==> config.mk <==
export PLATFORM = sky130hd
export DESIGN_NAME = afs_status_flags
export DESIGN_NICKNAME = d
export VERILOG_FILES = /design/src/afs_pkg.sv /design/src/afs_flag_bank.sv /design/src/afs_status_flags.sv
export SDC_FILE = /design/constraint.sdc
export NUM_CORES = 1
export LEC_CHECK = 0
export BUFFER_PORTS_ARGS = -buffer_cell sky130_fd_sc_hd__buf_2
export CORE_AREA = 2 2 91 58
export CTS_CLUSTER_SIZE = 24
export DETAILED_ROUTE_END_ITERATION = 8
export DIE_AREA = 0 0 93 60
export PLACE_DENSITY_LB_ADDON = 0.25
export SLEW_MARGIN = 15
export SYNTH_ARGS = -nofsm -noshare
export SYNTH_HDL_FRONTEND = slang
export SYNTH_HIERARCHICAL = 1
export SYNTH_SLANG_ARGS = --single-unit
export TNS_END_PERCENT = 50
==> constraint.sdc <==
create_clock -name clk -period 1.6 [get_ports clk]
set_input_delay 0.16 -clock clk [delete_from_list [all_inputs] [get_ports clk]]
set_output_delay 0.16 -clock clk [all_outputs]
set_load 0.02 [all_outputs]
==> src/afs_pkg.sv <==
// Shared constants for the alert and fault status flag registers
package afs_pkg;

  // Register access
  localparam int unsigned REG_W = 8;
  localparam int unsigned ADDR_W = 8;
  localparam logic [7:0] ALERT_OFS = 8'h20;
  localparam logic [7:0] FAULT_OFS = 8'h21;

  // Alert register field positions
  localparam int unsigned ALERT_UNASSIGNED_BIT = 7;
  localparam int unsigned ALERT_PARITY_BIT = 6;
  localparam int unsigned ALERT_ECC_BIT = 5;
  localparam int unsigned ALERT_FORCE_BIT = 4;
  localparam int unsigned ALERT_THERMAL_BIT = 3;
  localparam int unsigned ALERT_SLEEP_BIT = 2;
  localparam int unsigned ALERT_OTTWO_BIT = 1;
  localparam int unsigned ALERT_OTONE_BIT = 0;

  // Fault register field positions
  localparam int unsigned FAULT_CONSIST_BIT = 5;
  localparam int unsigned FAULT_FORCE_BIT = 4;
  localparam int unsigned FAULT_POR_BIT = 3;
  localparam int unsigned FAULT_CRC_BIT = 2;
  localparam int unsigned FAULT_UNDER_BIT = 1;
  localparam int unsigned FAULT_OVER_BIT = 0;

  // Sticky flag banks, packed without the special bits
  localparam int unsigned ALERT_STICKY_W = 6;
  localparam int unsigned FAULT_STICKY_W = 5;
  localparam int unsigned FAULT_STICKY_POR = 3;

  // Reset values
  localparam logic [7:0] ALERT_RST = 8'h80;
  localparam logic [7:0] FAULT_RST = 8'h08;
  localparam logic [5:0] ALERT_STICKY_RST = 6'h00;
  localparam logic [4:0] FAULT_STICKY_RST = 5'h08;
  localparam logic FORCE_RST = 1'b0;
  localparam logic UNASSIGNED_RST = 1'b1;

  // Clear sequence for the address-unassigned flag
  typedef enum logic [1:0] {
    AFS_CLR_IDLE = 2'b01,
    AFS_CLR_ARMED = 2'b10
  } afs_clr_state_t;

endpackage

==> src/afs_flag_bank.sv <==
`timescale 1ns/1ps
`default_nettype none
// Bank of sticky flags, set by hardware, cleared by writing one
module afs_flag_bank #(
  parameter int unsigned WIDTH = 6,
  parameter logic [WIDTH-1:0] RST_VAL = '0
) (
  input wire logic clk,
  input wire logic sys_rst,
  input wire logic clkEn,
  input wire logic [WIDTH-1:0] setVec,
  input wire logic [WIDTH-1:0] clrVec,
  output logic [WIDTH-1:0] flags
);

  logic [WIDTH-1:0] flags_reg;
  logic [WIDTH-1:0] flags_next;

  // Per-bit next value, a set beats a clear in the same cycle
  genvar gi;
  generate
    for (gi = 0; gi < WIDTH; gi++) begin : g_bit
      always_comb begin
        flags_next[gi] = flags_reg[gi];
        if (clkEn) begin
          if (setVec[gi]) begin
            flags_next[gi] = 1'b1;
          end else if (clrVec[gi]) begin
            flags_next[gi] = 1'b0;
          end
        end
      end
    end
  endgenerate

  // Flag storage
  always_ff @(posedge clk or posedge sys_rst) begin
    if (sys_rst) begin
      flags_reg <= RST_VAL;
    end else begin
      flags_reg <= flags_next;
    end
  end

  assign flags = flags_reg;

endmodule // afs_flag_bank
`default_nettype wire

==> src/afs_status_flags.sv <==
`timescale 1ns/1ps
`default_nettype none

// Overview of operation
// - Alert bit 7 sets while address is unassigned; reads 1 after reset.
// - Bit 7 clears only after address assigned, then host writes 1, then 0.
// - Alert bit 6 sets when protected config group parity is invalid.
// - Alert bit 5 sets on uncorrectable double-bit OTP error only.
// - Alert bit 4 is a force bit driving the alert output; resets to 0.
// - Alert bit 3 sets while thermal shutdown is active; resets to 0.
// - Alert bit 2 sets only on sleep entry, not while sleep stays on.
// - Alert bit 1 sets when input two exceeds its over-temperature threshold.
// - Alert bit 0 sets when input one exceeds its over-temperature threshold.
// - Fault flags clear by writing one; fault bit 4 holds written value.
// - Alert flags except bit 7 clear by writing one; alert bit 4 holds written value.
// - Fault bit 5 sets when internal register consistency check fails.
// - Fault bit 4 is a force bit driving the fault output; resets to 0.
// - Fault bit 3 is set by power-on reset until host clears it.
// - Fault bit 2 sets on CRC error in last received packet.
// - Fault bit 1 sets when any cell is below undervoltage threshold.
// - Fault bit 0 sets when a cell overvoltage condition is detected.
module afs_status_flags (
  input wire logic clk,
  input wire logic sys_rst,
  input wire logic clkEn,
  input wire logic regWrEn,
  input wire logic regRdEn,
  input wire logic [afs_pkg::ADDR_W-1:0] regAddr,
  input wire logic [afs_pkg::REG_W-1:0] regWrData,
  output logic [afs_pkg::REG_W-1:0] regRdData,
  input wire logic addrAssigned,
  input wire logic parityInvalid,
  input wire logic eccDoubleErr,
  input wire logic thermalShutdown,
  input wire logic sleepActive,
  input wire logic overtempInputOne,
  input wire logic overtempInputTwo,
  input wire logic consistencyFail,
  input wire logic crcError,
  input wire logic cellUndervoltage,
  input wire logic cellOvervoltage,
  output logic alertOut,
  output logic faultOut
);
  import afs_pkg::*;

  logic alertWr;
  logic faultWr;
  logic mappedRd;
  logic sleepRise;
  logic [ALERT_STICKY_W-1:0] alertSet;
  logic [ALERT_STICKY_W-1:0] alertClr;
  logic [ALERT_STICKY_W-1:0] alertSticky;
  logic [FAULT_STICKY_W-1:0] faultSet;
  logic [FAULT_STICKY_W-1:0] faultClr;
  logic [FAULT_STICKY_W-1:0] faultSticky;
  logic [REG_W-1:0] alertView;
  logic [REG_W-1:0] faultView;

  logic addrFlag_reg;
  logic addrFlag_next;
  afs_clr_state_t clrState_reg;
  afs_clr_state_t clrState_next;
  logic sleepPrev_reg;
  logic sleepPrev_next;
  logic alertForce_reg;
  logic alertForce_next;
  logic faultForce_reg;
  logic faultForce_next;
  logic alertOut_reg;
  logic alertOut_next;
  logic faultOut_reg;
  logic faultOut_next;
  logic [REG_W-1:0] rdData_reg;
  logic [REG_W-1:0] rdData_next;

  // Register decode
  assign alertWr = regWrEn && (regAddr == ALERT_OFS);
  assign faultWr = regWrEn && (regAddr == FAULT_OFS);
  assign mappedRd = (regAddr == ALERT_OFS) || (regAddr == FAULT_OFS);

  // Sleep entry edge, not the level
  assign sleepRise = sleepActive && !sleepPrev_reg;

  // Alert sticky sources, packed high to low
  assign alertSet = {
    parityInvalid,
    eccDoubleErr,
    thermalShutdown,
    sleepRise,
    overtempInputTwo,
    overtempInputOne
  };
  // Write one to clear, force bit and bit 7 excluded
  assign alertClr = alertWr ? {regWrData[6:5], regWrData[3:0]} : '0;

  // Fault sticky sources, reset itself sets the power-on flag
  assign faultSet = {
    consistencyFail,
    1'b0,
    crcError,
    cellUndervoltage,
    cellOvervoltage
  };
  assign faultClr = faultWr ? {regWrData[5], regWrData[3:0]} : '0;

  // Alert sticky flags
  afs_flag_bank #(
    .WIDTH(ALERT_STICKY_W),
    .RST_VAL(ALERT_STICKY_RST)
  ) u_alert_bank (
    .clk(clk),
    .sys_rst(sys_rst),
    .clkEn(clkEn),
    .setVec(alertSet),
    .clrVec(alertClr),
    .flags(alertSticky)
  );

  // Fault sticky flags, power-on flag preset
  afs_flag_bank #(
    .WIDTH(FAULT_STICKY_W),
    .RST_VAL(FAULT_STICKY_RST)
  ) u_fault_bank (
    .clk(clk),
    .sys_rst(sys_rst),
    .clkEn(clkEn),
    .setVec(faultSet),
    .clrVec(faultClr),
    .flags(faultSticky)
  );

  // Register images as read by the host
  assign alertView = {addrFlag_reg, alertSticky[5:4], alertForce_reg, alertSticky[3:0]};
  assign faultView = {2'b00, faultSticky[4], faultForce_reg, faultSticky[3:0]};

  // Address-unassigned flag and its two-write clear sequence
  always_comb begin
    addrFlag_next = addrFlag_reg;
    clrState_next = clrState_reg;
    if (clkEn) begin
      if (!addrAssigned) begin
        addrFlag_next = 1'b1;
        clrState_next = AFS_CLR_IDLE;
      end else if (alertWr) begin
        case (clrState_reg)
          AFS_CLR_IDLE: begin
            if (regWrData[ALERT_UNASSIGNED_BIT]) begin
              clrState_next = AFS_CLR_ARMED;
            end
          end
          AFS_CLR_ARMED: begin
            if (!regWrData[ALERT_UNASSIGNED_BIT]) begin
              addrFlag_next = 1'b0;
              clrState_next = AFS_CLR_IDLE;
            end
          end
          default: begin
            clrState_next = AFS_CLR_IDLE;
          end
        endcase
      end
    end
  end

  always_ff @(posedge clk or posedge sys_rst) begin
    if (sys_rst) begin
      addrFlag_reg <= UNASSIGNED_RST;
      clrState_reg <= AFS_CLR_IDLE;
    end else begin
      addrFlag_reg <= addrFlag_next;
      clrState_reg <= clrState_next;
    end
  end

  // Force bits, sleep history, outputs and read data
  always_comb begin
    sleepPrev_next = sleepPrev_reg;
    alertForce_next = alertForce_reg;
    faultForce_next = faultForce_reg;
    alertOut_next = alertOut_reg;
    faultOut_next = faultOut_reg;
    rdData_next = rdData_reg;
    if (clkEn) begin
      sleepPrev_next = sleepActive;
      if (alertWr) begin
        alertForce_next = regWrData[ALERT_FORCE_BIT];
      end
      if (faultWr) begin
        faultForce_next = regWrData[FAULT_FORCE_BIT];
      end
      alertOut_next = |alertView;
      faultOut_next = |faultView;
      if (regRdEn) begin
        if (regAddr == ALERT_OFS) begin
          rdData_next = alertView;
        end else if (regAddr == FAULT_OFS) begin
          rdData_next = faultView;
        end else begin
          rdData_next = '0;
        end
      end
    end
  end

  always_ff @(posedge clk or posedge sys_rst) begin
    if (sys_rst) begin
      sleepPrev_reg <= 1'b0;
      alertForce_reg <= FORCE_RST;
      faultForce_reg <= FORCE_RST;
      alertOut_reg <= 1'b1;
      faultOut_reg <= 1'b1;
      rdData_reg <= '0;
    end else begin
      sleepPrev_reg <= sleepPrev_next;
      alertForce_reg <= alertForce_next;
      faultForce_reg <= faultForce_next;
      alertOut_reg <= alertOut_next;
      faultOut_reg <= faultOut_next;
      rdData_reg <= rdData_next;
    end
  end

  // Output drive
  assign alertOut = alertOut_reg;
  assign faultOut = faultOut_reg;
  assign regRdData = rdData_reg;
endmodule // afs_status_flags
`default_nettype wire

==> out/summary.txt <==
Die H: 60 um
Worst path max stage delay: 0.36 ns
Final #Nets: 215
Vias per inst: 4.88
Final total power: 0.00133 W
Synth top cells by count: dfrtp_1 (22), nand3_1 (12), and3_1 (11)
Initial antenna violation count: 0
Worst setup EP type: register
Pwr dens: 759 nW/um2
Max FFs per register: 8
GRT Resource Usage Total: 14.2%
Setup TNS: 0 ns
CP top delay family: simple AND/OR/NAND/NOR gates
Clock transition at path regs: 0.10 ns
Syn_nets: 171
HPWL after detailed placement: 2930 um
Asr flop ratio synth: 100%
Hold path depth: 2
Row cnt: 20
Setup Skew: 0.00280 ns
Largest net degree at the start of global routing: 18
Yosys top cell area share: 38.6%
Post-synth EDFFs: 0
RSZ-0062 raised after global routing: false
Port bufs: 41
CP Launch Type: primary input
CTS sink cnt: 27
Leakage: 0.792 nW
Root buffer cell: clkbuf_8
Clock latency on the worst-skew pair: 0.27 ns
Vias: 1,209
Fraction of layout cells with a size suffix above 1: 36.8%
Top-count cell post-synth: dfrtp_1
# IOs: 42
Placed instance count: 243
Comb power frac: 15.0%
Switching power: 0.000360 W
WL per Instance: 14.6 um
Ys Warns: 6
Crit path cell chain: buf_2 > nor4b_4 > and2_0 > and3_1 > nand2_1 > a22o_2
Final WL: 3630 um
DRT Pass-1 Iters: 4
Max_cap viols: 0
Post-layout util: 36.5%
Register area share after synthesis: 47.8%
Overflow after GRT: 0
First-pass GRT wire length: 5940 um
Pins Over Slew Limit: 0
Fillcell total: 529
Int Pwr: 0.000970 W
Hold Fails Final Rpt: 0
Crit Path Max Fanout: 7
Max_slew headroom: 56.0%
Non-Filler Instances: 248
Outcome: completed
# diodes: 0
Routability cong.: 0.777
Area Growth Syn to Fin: 22.8%
Slew @ Worst Pin: 0.660 ns
Post-cts resize count: 0
Part of the power in registers: 55.0%
H-Tree Depth: 1
Worst VDD drop: 0.294 mV
Switch share: 27.0%
Worst hold path class: in -> reg
Post-Synthesis Cells: 139
Period utilisation layout: 79.5%
CTS tree: built
Clk network pwr share: 30.0%
Synth unique cells: 34
Setup CP Type: in -> reg
Top FF cell, synth: dfrtp_1
Instance count on the critical path: 6
Clock tree buffer depth: 2
Vias in the first global route: 1,120
Die area: 5580 um2
CP required: 1.77 ns
Worst endpoint data arrival time: 1.44 ns
Synth area leader: dfrtp_1
Antenna Nets Post-Route: 0
Mapped Area: 1430 um2
CTS buffer count: 3
Initial DRC count: 40
CP max stage cell: and2_0
Avg Inst Size Synth: 10.3 um2
Buffers and inverters on the worst path: 1
Die W: 93 um
Minimum clock period: 1.27 ns
WHS: 0.0848 ns
Worst reg-to-reg path cell count: 3
Initial core utilization: 29.7%
Register bit total from synthesis: 27
Highest Clock Rate: 786 MHz
DRC viols: 0
Largest cells by area after synthesis: dfrtp_1 (39%), dfstp_2 (9.2%), a22o_1 (6.1%)
Core area: 4800 um2
Final-report setup violation count: 0
worst paths after layout:
path | to | slack [ns] | start
max | u_alert_bank/flags[5] | 0.33 | regAddr[4]
min | clrState_reg[0] | 0.08 | addrAssigned
max reg2reg | clrState_reg[1] | 0.35 | clrState_reg[0]
min reg2reg | alertOut | 0.51 | alertOut
max in group asynchronous | regRdData[3] | 0.64 | sys_rst
min in group asynchronous | u_fault_bank/flags[4] | 0.34 | sys_rst
cell families after synthesis:
family                 Yosys count  synth area share, %
other                            1                0.263
buffers and inverters           16                 6.75
multiplexers                     3                 2.37
flip-flops                      27                 47.8
AO/OA/AOI/OAI                   27                 14.8
AND/OR/NAND/NOR                 65                 28.0
power by group through the flow:
stage | Clock (W) | Sequential (W) | Combinational, W
global placement | 0 | 0.000743 | 0.000200
floorplan | 0 | 0.000764 | 0.0000859
finish | 0.000399 | 0.000731 | 0.000199
CTS | 0.000421 | 0.000732 | 0.000201
detailed placement | 0 | 0.000745 | 0.000199
global route | 0.000456 | 0.000737 | 0.000219
metal layers:
metal / vias to the layer above / track usage (%) / routed length [um]
li1: 596 / - / -
met1: 574 / 22.5 / 1990
met2: 37 / 19.0 / 1390
met3: 2 / 4.16 / 242
met4: 0 / 1.89 / 10
met5: - / 0 / 0
what timing repair did:
item,in CTS,in global routing
hold buffers,1,0
setup buffers,0,0
endpoints found under the hold margin,10,0
metrics by stage:
| stage | cell area [um2] | setup slack [ns] |
|---|---|---|
| floorplan | 1430 | 0.313 |
| global placement | 1690 | 0.0684 |
| detailed placement | 1690 | 0.0321 |
| CTS | 1750 | 0.334 |
| global route | 1750 | 0.260 |
| finish | 1750 | 0.327 |
cell usage in the layout (no fill, tap or decap), types with 6 or more instances in the layout:
cell	instances
nand2_1	10
a31oi_1	8
nand3_1	12
buf_2	41
a22o_1	10
inv_1	6
nor2_1	10
and3_1	11
buf_4	7
dfrtp_1	22
layout make-up:
type | instances | area [um2] | area share [%]
Timing Repair Buffer | 49 | 268 | 15.3
Inverter | 6 | 22.5 | 1.29
Multi-Input combinational cell | 96 | 648 | 37.0
Clock buffer | 3 | 41.3 | 2.36
Clock inverter | 1 | 7.51 | 0.429
Tap cell | 66 | 82.6 | 4.71
Sequential cell | 27 | 682 | 38.9
worst reg2reg max path, stage by stage, from the launching register on:
cell	delay, ns
dfstp_2	0.57
nand2b_1	0.11
a41oi_1	0.12
a311o_1	0.34
Power figures use the tool's default switching activity.
